[config.mk]
export PLATFORM = sky130hd
export DESIGN_NAME = sar_status_top
export DESIGN_NICKNAME = d
export VERILOG_FILES = /design/src/hdl/sar_sticky_flags.v /design/src/hdl/sar_reset_cause.v /design/src/hdl/sar_status_top.v
export VERILOG_INCLUDE_DIRS = /design/src /design/src/hdl
export SDC_FILE = /design/constraint.sdc
export NUM_CORES = 1
export LEC_CHECK = 0
export ABC_CLOCK_PERIOD_IN_PS = 3980
export BUFFER_PORTS_ARGS = -buffer_cell sky130_fd_sc_hd__buf_2
export CAP_MARGIN = 20
export CORE_ASPECT_RATIO = 0.8
export CORE_MARGIN = 1
export CORE_UTILIZATION = 25
export CTS_CLUSTER_SIZE = 14
export DETAILED_ROUTE_END_ITERATION = 16
export PLACE_DENSITY = 0.58
export SETUP_SLACK_MARGIN = 0.5
export SYNTH_ARGS = -nofsm -noshare
export SYNTH_HDL_FRONTEND = slang
export SYNTH_SLANG_ARGS = --single-unit
[constraint.sdc]
create_clock -name i_clk_sys -period 3.98 [get_ports i_clk_sys]
set_input_delay 0.597 -clock i_clk_sys [delete_from_list [all_inputs] [get_ports i_clk_sys]]
set_output_delay 0.597 -clock i_clk_sys [all_outputs]
set_load 0.02 [all_outputs]
[src/hdl/sar_status_regs.vh]
// Constants for the status and ADC error register bank.
// Assumes inclusion by bare name from every design file of the bank.
// What this block does
// - Top field of general status carries the 4-bit clock ratio reading; 1000 +/-1 means reference present.
// - Bits 7..5 hold the reset cause caught on the latest pass through off.
// - Cause codes: 000 power-on, 001 projector low, 010/011 watchdogs, 100 heat, 101 software.
// - Bits 4..0 show the current top state; register is read-only, resets zero.
// - Power-up codes 0x00 to 0x08: shutdown, init, off, rails, reset release, standby.
// - Display path codes 0x09, 0x0A, 0x0C, 0x0D; 0x0B is not assigned.
// - Parking codes 0x0E to 0x11, ending in mirror voltage discharge.
// - ADC error register resets zero; writing one to a bit sets that flag.
// - One summary bit carries the OR of all ADC error flags.
// - Bit 7 sets on a link command missing its stop bit.
// - Bit 6 sets on a new command while one still runs.
// - Bit 5 sets on a malformed command on the ADC command link.
// - Bit 4 sets on a parity failure in the command bit stream.
// - Bit 2 sets on second channel saturation, bit 0 on first channel.
// - Bit 3 sets on second channel underflow, bit 1 on first channel.
// - Summary is bit 11 of main status; cause is read from ADC register.
// - Projector-on pin low requests power down and is its own reset cause.
`ifndef SAR_STATUS_REGS_VH
`define SAR_STATUS_REGS_VH

// Register offsets
`define SAR_ADDR_W               7
`define SAR_ADDR_GEN_STATUS      7'h05
`define SAR_ADDR_ADC_FLAGS       7'h0d
`define SAR_DATA_W               16
`define SAR_RESET_VALUE          16'h0000
`define SAR_MAIN_ADC_SUM_BIT     11

// General status field layout
`define SAR_RATIO_MSB            15
`define SAR_RATIO_LSB            12
`define SAR_RSVD_MSB             11
`define SAR_RSVD_LSB             8
`define SAR_CAUSE_MSB            7
`define SAR_CAUSE_LSB            5
`define SAR_STATE_MSB            4
`define SAR_STATE_LSB            0
`define SAR_RATIO_W              4
`define SAR_RSVD_W               4
`define SAR_CAUSE_W              3
`define SAR_STATE_W              5

// Clock ratio window around mid-scale
`define SAR_RATIO_MID_LO         4'h7
`define SAR_RATIO_MID_HI         4'h9

// ADC error flag layout
`define SAR_FLAG_W               8
`define SAR_FLAG_UNUSED_W        8
`define SAR_FLAG_STOP_BIT        7
`define SAR_FLAG_OVERLAP         6
`define SAR_FLAG_CMD             5
`define SAR_FLAG_PARITY          4
`define SAR_FLAG_CH2_UNDER       3
`define SAR_FLAG_CH2_SAT         2
`define SAR_FLAG_CH1_UNDER       1
`define SAR_FLAG_CH1_SAT         0

// Reset cause codes
`define SAR_CAUSE_POWER_ON       3'h0
`define SAR_CAUSE_PROJ_LOW       3'h1
`define SAR_CAUSE_WDOG1          3'h2
`define SAR_CAUSE_WDOG2          3'h3
`define SAR_CAUSE_OVER_TEMP      3'h4
`define SAR_CAUSE_SW_CYCLE       3'h5

// Top state codes
`define SAR_ST_SHUTDOWN          5'h00
`define SAR_ST_INIT_A            5'h01
`define SAR_ST_OFF               5'h02
`define SAR_ST_INIT_B            5'h03
`define SAR_ST_RAIL_1P1          5'h04
`define SAR_ST_RAIL_1P8          5'h05
`define SAR_ST_RAIL_3P3          5'h06
`define SAR_ST_RESET_RELEASE     5'h07
`define SAR_ST_STANDBY           5'h08
`define SAR_ST_OFFSET_ON         5'h09
`define SAR_ST_BIAS_ON           5'h0a
`define SAR_ST_DISPLAY_RDY       5'h0c
`define SAR_ST_DISPLAY_ON        5'h0d
`define SAR_ST_PARK_START        5'h0e
`define SAR_ST_BIAS_RST_OFF      5'h0f
`define SAR_ST_OFFSET_OFF        5'h10
`define SAR_ST_DISCHARGE         5'h11

`endif

[src/hdl/sar_sticky_flags.v]
// Sticky flag bank: hardware and write-one sets, cleared only by reset.
// Assumes set inputs are single-clock-domain and synchronous to i_clk_sys.
`timescale 1ns/1ps
`include "sar_status_regs.vh"
module sar_sticky_flags #(
   parameter W = 8
) (
   // Clock and reset
   input  wire         i_clk_sys,
   input  wire         i_arst_n,
   input  wire         i_clk_en,
   // Set sources
   input  wire [W-1:0] i_hw_set,
   input  wire [W-1:0] i_sw_set,
   // Flag state
   output wire [W-1:0] o_flags
);

   reg  [W-1:0] flags_r;
   wire [W-1:0] flags_nxt;

   assign flags_nxt = flags_r | i_hw_set | i_sw_set;

   always @(posedge i_clk_sys or negedge i_arst_n) begin
      if (!i_arst_n) begin
         flags_r <= {W{1'b0}};
      end else if (i_clk_en) begin
         flags_r <= flags_nxt;
      end
   end

   assign o_flags = flags_r;

endmodule

[src/hdl/sar_reset_cause.v]
// Reset cause recorder: gathers power-down causes, commits one on entry to off.
// Assumes the top state is already sampled into the system clock domain.
`timescale 1ns/1ps
`include "sar_status_regs.vh"
module sar_reset_cause (
   // Clock and reset
   input  wire                    i_clk_sys,
   input  wire                    i_arst_n,
   input  wire                    i_clk_en,
   // Cause events
   input  wire                    i_proj_low,
   input  wire                    i_wdog1_err,
   input  wire                    i_wdog2_err,
   input  wire                    i_over_temp,
   input  wire                    i_sw_cycle,
   // Off state entry
   input  wire                    i_off_entry,
   // Committed cause
   output wire [`SAR_CAUSE_W-1:0] o_cause
);

   reg  [`SAR_CAUSE_W-1:0] pend_r;
   reg  [`SAR_CAUSE_W-1:0] cause_r;
   reg  [`SAR_CAUSE_W-1:0] evt_code;
   reg                     evt_any;

   // Most severe cause wins when several arrive together
   always @* begin
      evt_any  = 1'b1;
      evt_code = `SAR_CAUSE_POWER_ON;
      if (i_over_temp) begin
         evt_code = `SAR_CAUSE_OVER_TEMP;
      end else if (i_sw_cycle) begin
         evt_code = `SAR_CAUSE_SW_CYCLE;
      end else if (i_wdog2_err) begin
         evt_code = `SAR_CAUSE_WDOG2;
      end else if (i_wdog1_err) begin
         evt_code = `SAR_CAUSE_WDOG1;
      end else if (i_proj_low) begin
         evt_code = `SAR_CAUSE_PROJ_LOW;
      end else begin
         evt_any  = 1'b0;
      end
   end

   always @(posedge i_clk_sys or negedge i_arst_n) begin
      if (!i_arst_n) begin
         pend_r  <= `SAR_CAUSE_POWER_ON;
         cause_r <= `SAR_CAUSE_POWER_ON;
      end else if (i_clk_en) begin
         // A new event beats the clear that follows a commit
         if (evt_any && (i_off_entry || (pend_r == `SAR_CAUSE_POWER_ON))) begin
            pend_r <= evt_code;
         end else if (i_off_entry) begin
            pend_r <= `SAR_CAUSE_POWER_ON;
         end
         if (i_off_entry) begin
            cause_r <= pend_r;
         end
      end
   end

   assign o_cause = cause_r;

endmodule

[src/hdl/sar_status_top.v]
// Status register bank: general status and sticky ADC error flags with summary.
// Assumes all inputs synchronous to i_clk_sys; the register port is driven by
// the serial control port logic, one access per strobe.
`timescale 1ns/1ps
`include "sar_status_regs.vh"
module sar_status_top (
   // Clock, reset, enable
   input  wire                    i_clk_sys,
   input  wire                    i_arst_n,
   input  wire                    i_clk_en,
   // Register port
   input  wire [`SAR_ADDR_W-1:0]  i_reg_addr,
   input  wire                    i_reg_wr,
   input  wire                    i_reg_rd,
   input  wire [`SAR_DATA_W-1:0]  i_reg_wdata,
   output wire [`SAR_DATA_W-1:0]  o_reg_rdata,
   output wire                    o_reg_rvalid,
   output wire                    o_reg_hit,
   // Monitors and state machine
   input  wire [`SAR_RATIO_W-1:0] i_clk_ratio,
   input  wire [`SAR_STATE_W-1:0] i_top_state,
   input  wire                    i_projector_on_input,
   input  wire                    i_wdog1_err,
   input  wire                    i_wdog2_err,
   input  wire                    i_over_temp,
   input  wire                    i_sw_cycle,
   // ADC command link and channel events
   input  wire                    i_adc_stop_bit_err,
   input  wire                    i_adc_overlap_err,
   input  wire                    i_adc_cmd_err,
   input  wire                    i_adc_parity_err,
   input  wire                    i_second_channel_underflow,
   input  wire                    i_second_channel_sat,
   input  wire                    i_first_channel_underflow,
   input  wire                    i_first_channel_sat,
   // Status outputs
   output wire                    o_adc_error_summary,
   output wire                    o_ref_clk_present,
   output wire                    o_power_down_req,
   output wire [`SAR_CAUSE_W-1:0] o_reset_cause,
   output wire [`SAR_STATE_W-1:0] o_top_state,
   // State phase outputs
   output wire                    o_phase_powerup,
   output wire                    o_phase_display,
   output wire                    o_phase_parking,
   output wire                    o_state_unknown,
   output wire                    o_mirror_offset_rail_up,
   output wire                    o_mirror_bias_rail_up
);

   localparam PH_POWERUP = 4'b0001;
   localparam PH_DISPLAY = 4'b0010;
   localparam PH_PARKING = 4'b0100;
   localparam PH_UNKNOWN = 4'b1000;

   // Sampled inputs
   reg  [`SAR_RATIO_W-1:0]  ratio_r;
   reg  [`SAR_STATE_W-1:0]  state_r;
   reg  [`SAR_STATE_W-1:0]  state_prev_r;
   reg                      proj_low_r;

   // Read path
   reg  [`SAR_DATA_W-1:0]   rdata_r;
   reg  [`SAR_DATA_W-1:0]   rdata_nxt;
   reg                      rvalid_r;
   reg                      hit_nxt;

   // Derived status
   reg                      adc_sum_r;
   reg                      ref_ok_r;
   reg  [3:0]               phase_r;
   reg  [3:0]               phase_nxt;
   reg                      offset_up_r;
   reg                      offset_up_nxt;
   reg                      bias_up_r;
   reg                      bias_up_nxt;

   wire [`SAR_FLAG_W-1:0]   hw_set;
   wire [`SAR_FLAG_W-1:0]   sw_set;
   wire [`SAR_FLAG_W-1:0]   flags;
   wire [`SAR_CAUSE_W-1:0]  cause;
   wire [`SAR_DATA_W-1:0]   gen_status;
   wire [`SAR_DATA_W-1:0]   adc_status;
   wire                     off_entry;
   wire                     wr_flags;

   // Sample monitor inputs into flip-flops
   always @(posedge i_clk_sys or negedge i_arst_n) begin
      if (!i_arst_n) begin
         ratio_r      <= {`SAR_RATIO_W{1'b0}};
         state_r      <= `SAR_ST_SHUTDOWN;
         state_prev_r <= `SAR_ST_SHUTDOWN;
         proj_low_r   <= 1'b0;
      end else if (i_clk_en) begin
         ratio_r      <= i_clk_ratio;
         state_r      <= i_top_state;
         state_prev_r <= state_r;
         proj_low_r   <= ~i_projector_on_input;
      end
   end

   assign off_entry = (state_r == `SAR_ST_OFF) && (state_prev_r != `SAR_ST_OFF);

   // ADC error flag sources
   assign hw_set[`SAR_FLAG_STOP_BIT]  = i_adc_stop_bit_err;
   assign hw_set[`SAR_FLAG_OVERLAP]   = i_adc_overlap_err;
   assign hw_set[`SAR_FLAG_CMD]       = i_adc_cmd_err;
   assign hw_set[`SAR_FLAG_PARITY]    = i_adc_parity_err;
   assign hw_set[`SAR_FLAG_CH2_UNDER] = i_second_channel_underflow;
   assign hw_set[`SAR_FLAG_CH2_SAT]   = i_second_channel_sat;
   assign hw_set[`SAR_FLAG_CH1_UNDER] = i_first_channel_underflow;
   assign hw_set[`SAR_FLAG_CH1_SAT]   = i_first_channel_sat;

   // Write-one-to-set; upper unused bits are dropped
   assign wr_flags = i_reg_wr && (i_reg_addr == `SAR_ADDR_ADC_FLAGS);
   assign sw_set   = wr_flags ? i_reg_wdata[`SAR_FLAG_W-1:0] : {`SAR_FLAG_W{1'b0}};

   sar_sticky_flags #(
      .W (`SAR_FLAG_W)
   ) u_flags (
      .i_clk_sys (i_clk_sys),
      .i_arst_n  (i_arst_n),
      .i_clk_en  (i_clk_en),
      .i_hw_set  (hw_set),
      .i_sw_set  (sw_set),
      .o_flags   (flags)
   );

   sar_reset_cause u_cause (
      .i_clk_sys   (i_clk_sys),
      .i_arst_n    (i_arst_n),
      .i_clk_en    (i_clk_en),
      .i_proj_low  (proj_low_r),
      .i_wdog1_err (i_wdog1_err),
      .i_wdog2_err (i_wdog2_err),
      .i_over_temp (i_over_temp),
      .i_sw_cycle  (i_sw_cycle),
      .i_off_entry (off_entry),
      .o_cause     (cause)
   );

   // Register images
   assign gen_status = {ratio_r,
                        {`SAR_RSVD_W{1'b0}},
                        cause,
                        state_r};
   assign adc_status = {{`SAR_FLAG_UNUSED_W{1'b0}}, flags};

   // Read multiplexer; unmapped offsets read zero
   always @* begin
      rdata_nxt = `SAR_RESET_VALUE;
      hit_nxt   = 1'b0;
      case (i_reg_addr)
         `SAR_ADDR_GEN_STATUS: begin
            rdata_nxt = gen_status;
            hit_nxt   = 1'b1;
         end
         `SAR_ADDR_ADC_FLAGS: begin
            rdata_nxt = adc_status;
            hit_nxt   = 1'b1;
         end
         default: begin
            rdata_nxt = `SAR_RESET_VALUE;
            hit_nxt   = 1'b0;
         end
      endcase
   end

   always @(posedge i_clk_sys or negedge i_arst_n) begin
      if (!i_arst_n) begin
         rdata_r  <= `SAR_RESET_VALUE;
         rvalid_r <= 1'b0;
      end else if (i_clk_en) begin
         rvalid_r <= i_reg_rd;
         if (i_reg_rd) begin
            rdata_r <= rdata_nxt;
         end
      end
   end

   // Phase decode of the top state
   always @* begin
      phase_nxt     = PH_UNKNOWN;
      offset_up_nxt = 1'b0;
      bias_up_nxt   = 1'b0;
      case (state_r)
         `SAR_ST_SHUTDOWN,
         `SAR_ST_INIT_A,
         `SAR_ST_OFF,
         `SAR_ST_INIT_B,
         `SAR_ST_RAIL_1P1,
         `SAR_ST_RAIL_1P8,
         `SAR_ST_RAIL_3P3,
         `SAR_ST_RESET_RELEASE,
         `SAR_ST_STANDBY: begin
            phase_nxt = PH_POWERUP;
         end
         `SAR_ST_OFFSET_ON: begin
            phase_nxt     = PH_DISPLAY;
            offset_up_nxt = 1'b1;
         end
         `SAR_ST_BIAS_ON,
         `SAR_ST_DISPLAY_RDY,
         `SAR_ST_DISPLAY_ON: begin
            phase_nxt     = PH_DISPLAY;
            offset_up_nxt = 1'b1;
            bias_up_nxt   = 1'b1;
         end
         `SAR_ST_PARK_START: begin
            phase_nxt     = PH_PARKING;
            offset_up_nxt = 1'b1;
            bias_up_nxt   = 1'b1;
         end
         `SAR_ST_BIAS_RST_OFF: begin
            phase_nxt     = PH_PARKING;
            offset_up_nxt = 1'b1;
         end
         `SAR_ST_OFFSET_OFF,
         `SAR_ST_DISCHARGE: begin
            phase_nxt = PH_PARKING;
         end
         default: begin
            phase_nxt = PH_UNKNOWN;
         end
      endcase
   end

   always @(posedge i_clk_sys or negedge i_arst_n) begin
      if (!i_arst_n) begin
         phase_r     <= PH_POWERUP;
         offset_up_r <= 1'b0;
         bias_up_r   <= 1'b0;
         adc_sum_r   <= 1'b0;
         ref_ok_r    <= 1'b0;
      end else if (i_clk_en) begin
         phase_r     <= phase_nxt;
         offset_up_r <= offset_up_nxt;
         bias_up_r   <= bias_up_nxt;
         adc_sum_r   <= |flags;
         ref_ok_r    <= (ratio_r >= `SAR_RATIO_MID_LO) && (ratio_r <= `SAR_RATIO_MID_HI);
      end
   end

   // Outputs
   assign o_reg_rdata             = rdata_r;
   assign o_reg_rvalid            = rvalid_r;
   assign o_reg_hit               = hit_nxt;
   assign o_adc_error_summary     = adc_sum_r;
   assign o_ref_clk_present       = ref_ok_r;
   assign o_power_down_req        = proj_low_r;
   assign o_reset_cause           = cause;
   assign o_top_state             = state_r;
   assign o_phase_powerup         = phase_r[0];
   assign o_phase_display         = phase_r[1];
   assign o_phase_parking         = phase_r[2];
   assign o_state_unknown         = phase_r[3];
   assign o_mirror_offset_rail_up = offset_up_r;
   assign o_mirror_bias_rail_up   = bias_up_r;

endmodule

Word level (Yosys, flattened, before mapping)
Index checks and enable logic that the tools add are counted.
W data, S select, Z words.

word-level totals
  word-level logic and storage cells = 74
  output and inout port bits = 35
  register bits after elaboration = 54
  input bits = 50

operators by class
  reduce and logical (&&, ||, !) cells = 18
  mux-type cells = 18
  bitwise operators = 3
  $lt $le $gt $ge = 2
  eq/ne operators = 19

operator list
  operator              count
  $eq A5 B4 Y1 const B  7
  $pmux W16 S2          1
  $eq A5 B3 Y1 const B  4
  $mux W3               6
  $or A8 B8 Y8          2
  $pmux W4 S3           1
  $reduce_or A4 Y1      3
  $eq A5 B2 Y1 const B  2
  $eq A5 B5 Y1 const B  2
  $mux W1               9
  $reduce_or A9 Y1      1
  $mux W8               1
  $reduce_or A8 Y1      1
  $eq A7 B3 Y1 const B  1
  $eq A7 B4 Y1 const B  1
  $reduce_and A2 Y1     3
  $reduce_or A6 Y1      1
  $eq A5 B1 Y1 const B  1
  $logic_not A5 Y1      1
  $ne A5 B2 Y1 const B  1
  $ge A4 B3 Y1 const B  1
  $le A4 B4 Y1 const B  1
  $logic_and A1 B1 Y1   4
  $logic_not A3 Y1      1
  4 further kinds       4

Logic depth before layout (Yosys ltp)
  depth after elaboration = 8
  gate-level depth with buffers = 5
  depth with buffers taken out = 4

Modules after synthesis
Synthesis repeated with hierarchy kept, for this count alone.

second synthesis, totals
  cells, all modules = 208
  area total of the unflattened synthesis = 2298.5 um^2

modules (own cells, without submodules)
  module            times used  area an instance (um^2)  seq. area each (um^2)  cells an instance
  sar_status_top    1           1722.9                   902.1                  158
  sar_sticky_flags  1           290.3                    200.2                  24
  sar_reset_cause   1           285.3                    150.1                  26

Worst setup path after synthesis
No wires, ideal clock.

  path kind = input -> output
  from = in i_reg_addr[5]
  to = out o_reg_hit
  data required time = 3383 ps
  arrival = 1338 ps
  cell stages on the path = 4
  buffers on the path = 1
  slack = 2045 ps
  cell sequence = nor4b_1 > nand3b_1 > clkbuf_1 > inv_1

on the way
  cells in the longest elaborated chain, start to end = 3
  elaborated cells on any way between the ends = 4
  those cells by class = eq/ne (2); mux (1); reduce/logical (1)

RTL lines
  element                                              RTL line              text
  start, declared                                      sar_status_top.v:12   input wire [`SAR_ADDR_W-1:0] i_reg_addr,
  $eq A7 B4 Y1 / $eq A7 B3 Y1 (equally long branches)  sar_status_top.v:153  case (i_reg_addr)
  $reduce_or A2 Y1 (no line) (*)                       -
  $mux W1 (*)                                          sar_status_top.v:153
  end, declared                                        sar_status_top.v:18   output wire o_reg_hit,

Every way passes the cells marked *; elsewhere a longest branch is shown, timed or not.

Worst setup path after layout
Same ends and word-level chain as after synthesis.

==> run_results.csv <==
group,metric,value,unit
job,maxCapViolCount,0,
global_routing,grt_use_total,0.120,
detailed_routing,routed_wl,5.33,mm
setup_path,crit_required,3.38,ns
synthesis,syn_area_per_cell,11.6,sq um
power,power_leakage,1.29,nW
setup_path,end_kind,"primary output",
global_routing,grt_pass1_wl,8.44,mm
finish,syn2layout_area_growth,24.5,%
finish,layout-drive-gt1-share,0.394,
timing,slew_violations,0,
setup_path,cp.arrival,1.63,ns
timing,setup_viol,0,
timing,max_slew_margin,0.571,
clock_tree,ctsHoldBuffers,0,
synthesis,synth_cells,194,
timing,hold_violations,0,
clock_tree,root_buffer,"clkbuf_8",
die,die-area,9360,sq um
synthesis,yosysTopAreaCell,"dfrtp_1",
detailed_routing,drcViolationCount,0,
timing,period_needed,2.23,ns
worst_hold_path,hp-class,"primary input to async pin",
timing,worst_slew_pin_slew,0.642,ns
detailed_routing,num_vias,1704,
die,die_h,86.8,um
detailed_routing,dr.pass1.iters,4,
die,die_width,108,um
global_routing,grt_pass1_vias,1562,
finish,final_net_count,313,
power,p_per_area,407,nW/um^2
clock_tree,clk_latency,0.31,ns
clock_tree,cts-htree-levels,2,
timing,max_freq,448,MHz
timing,skew,0.00824,ns
die,initial_core_util,0.261,
setup_path,crit_path_max_fanout,11,
timing,timing.hold.ws,0.131,ns
detailed_routing,via_per_inst,4.53,
synthesis,syn_area,2240,sq um
synthesis,synthTopCellsByArea,"dfrtp_1 (55%), mux2_2 (6.0%), mux2i_1 (4.0%)",
synthesis,synthFlopType,"dfrtp_1",
power,vdd_drop_max,0.138,mV
synthesis,netlist.area_leader.share,0.546,
placement,gp_congestion,0.723,
synthesis,yosysSeqAreaShare,0.558,
synthesis,ys_ff_latch,50,
synthesis,synth_warnings,0,
timing,period_share,0.560,
status,outcome,"finished, final reports clean",
die,fp-row-count,30,
clock_tree,cts_resized,0,
global_routing,grt_start_max_net_pins,43,
clock_tree,cts_buffers,5,
clock_tree,cts_tree,"done",
synthesis,synth-edff-count,0,
timing,setup-tns-final,0,ns
finish,n_antenna_cell,0,
detailed_routing,ant_nets,0,
synthesis,async_flop_share,1.00,
timing,rsz0062_at_grt,"false",
placement,io_buffers,72,
setup_path,crit_type,"primary input to primary output",
clock_tree,post-cts-setup-buffers,0,
clock_tree,clk_pin_slew,0.09,ns
placement,dpl.hpwl,4.03,mm
die,core_area,8600,sq um
global_routing,grt_antenna_before_repair,0,
clock_tree,clockBufferDepth,2,
clock_tree,clkSinkCount,50,
setup_path,critPathLaunchType,"primary input",
detailed_routing,drt_iter0_markers,74,
die,io_pins,85,
detailed_routing,wl_per_cell,14.2,um
synthesis,synth_cell_types,40,
global_routing,grt-ovfl-total,0,
-- cell families after synthesis --
family,count (synthesis),synth area share
flip-flops,50,0.558
multiplexers,24,0.120
other,1,0.00167
XOR/XNOR,2,0.00781
buffers and inverters,21,0.0424
AO/OA/AOI/OAI,46,0.153
AND/OR/NAND/NOR,50,0.117
-- worst paths after layout --
check	start	end	slack, ns	cells past startpoint
max in group asynchronous	i_arst_n	phase_r[0]	3.05	2
min in group i_clk_sys	i_projector_on_input	o_power_down_req	0.45	2
setup / recovery	i_reg_addr[5]	o_reg_hit	1.75	5
hold reg to reg	o_reg_rdata[7]	o_reg_rdata[7]	0.48	2
setup reg to reg	state_prev_r[3]	u_cause.o_cause[2]	2.24	4
hold / removal	i_arst_n	o_ref_clk_present	0.13	1
-- flip-flops by register name, indices dropped and copies added, names as in the netlist --
| register | cells |
|---|---|
| o_adc_error_summary | 1 |
| o_mirror_bias_rail_up | 1 |
| o_mirror_offset_rail_up | 1 |
| o_power_down_req | 1 |
| o_ref_clk_present | 1 |
| o_reg_rdata | 12 |
| o_reg_rvalid | 1 |
| o_top_state | 5 |
| phase_r | 4 |
| ratio_r | 4 |
| state_prev_r | 5 |
| u_cause.o_cause | 3 |
| u_cause.pend_r | 3 |
| u_flags.o_flags | 8 |
-- final cells by class --
class                           instances  area, sq um
Fill cell                             895         5800
Sequential cell                        50         1250
Multi-Input combinational cell        126          908
Timing Repair Buffer                   74          375
Tap cell                              112          140
Clock buffer                            6         82.6
Inverter                                6         22.5
Clock inverter                          2         12.5
-- worst max-delay path, cell delays in order --
cell,delay [ns]
buf_2,0.10
nor4b_1,0.28
nand3b_1,0.34
inv_1,0.15
buf_2,0.17
-- synth_stat cells (2+ instances only) --
cell type	instances
dfrtp_1	49
nand2_1	16
mux2_2	12
o21ai_0	12
nor2_1	10
clkbuf_1	9
mux2i_1	9
a221o_1	8
o31ai_1	8
inv_1	6
a21oi_1	5
nand3_1	5
a31oi_1	4
buf_4	4
mux2_4	3
nor3_1	3
a2bb2oi_1	2
nand2b_1	2
nor4_1	2
nor4b_1	2
o2bb2ai_1	2
or2_2	2
xor2_1	2
-- layer usage --
metal / vias up / wire, um / share of wire / global-route usage
li1: 837 / - / - / -
met1: 817 / 2770 / 0.52 / 0.178
met2: 43 / 2260 / 0.42 / 0.166
met3: 7 / 243 / 0.046 / 0.0323
met4: 0 / 57 / 0.011 / 0.0374
met5: - / 0 / 0 / 0
-- report_power, final --
part / leakage [nW] / internal, W / total [W] / switching, W
clock: 0.0472 / 0.000140 / 0.000312 / 0.000172
combinational: 0.648 / 0.0000992 / 0.000215 / 0.000116
sequential: 0.593 / 0.000558 / 0.000610 / 0.0000517
-- per-stage QoR --
| step | cell area, sq um | power (W) | cells | worst slack (ns) | utilization |
|---|---|---|---|---|---|
| 2_1_floorplan | 2260 | 0.000748 | 197 | 2.05 | - |
| 3_3_place_gp | 2700 | 0.000836 | 368 | 1.74 | 0.314 |
| 3_5_place_dp | 2700 | 0.000840 | 368 | 1.69 | 0.314 |
| 4_1_cts | 2790 | 0.00115 | 376 | 1.71 | 0.325 |
| 5_1_grt | 2790 | 0.00120 | 376 | 1.67 | 0.325 |
| 6_report | 2790 | 0.00114 | 376 | 1.75 | 0.325 |
-- placed cells by master, fill, tap and decap left out, types with 4 or more instances in the layout --
cell type	Yosys	final
clkbuf_8	0	6
mux2i_1	9	9
buf_2	1	72
a21oi_1	5	5
o21ai_0	12	12
nand2_1	16	16
a221o_1	8	8
mux2_2	12	12
nor2_1	10	10
dfrtp_1	49	49
conb_1	1	4
inv_1	6	6
nand3_1	5	5
o31ai_1	8	8
a31oi_1	4	4
No activity file was read; power rests on OpenSTA's default activity.
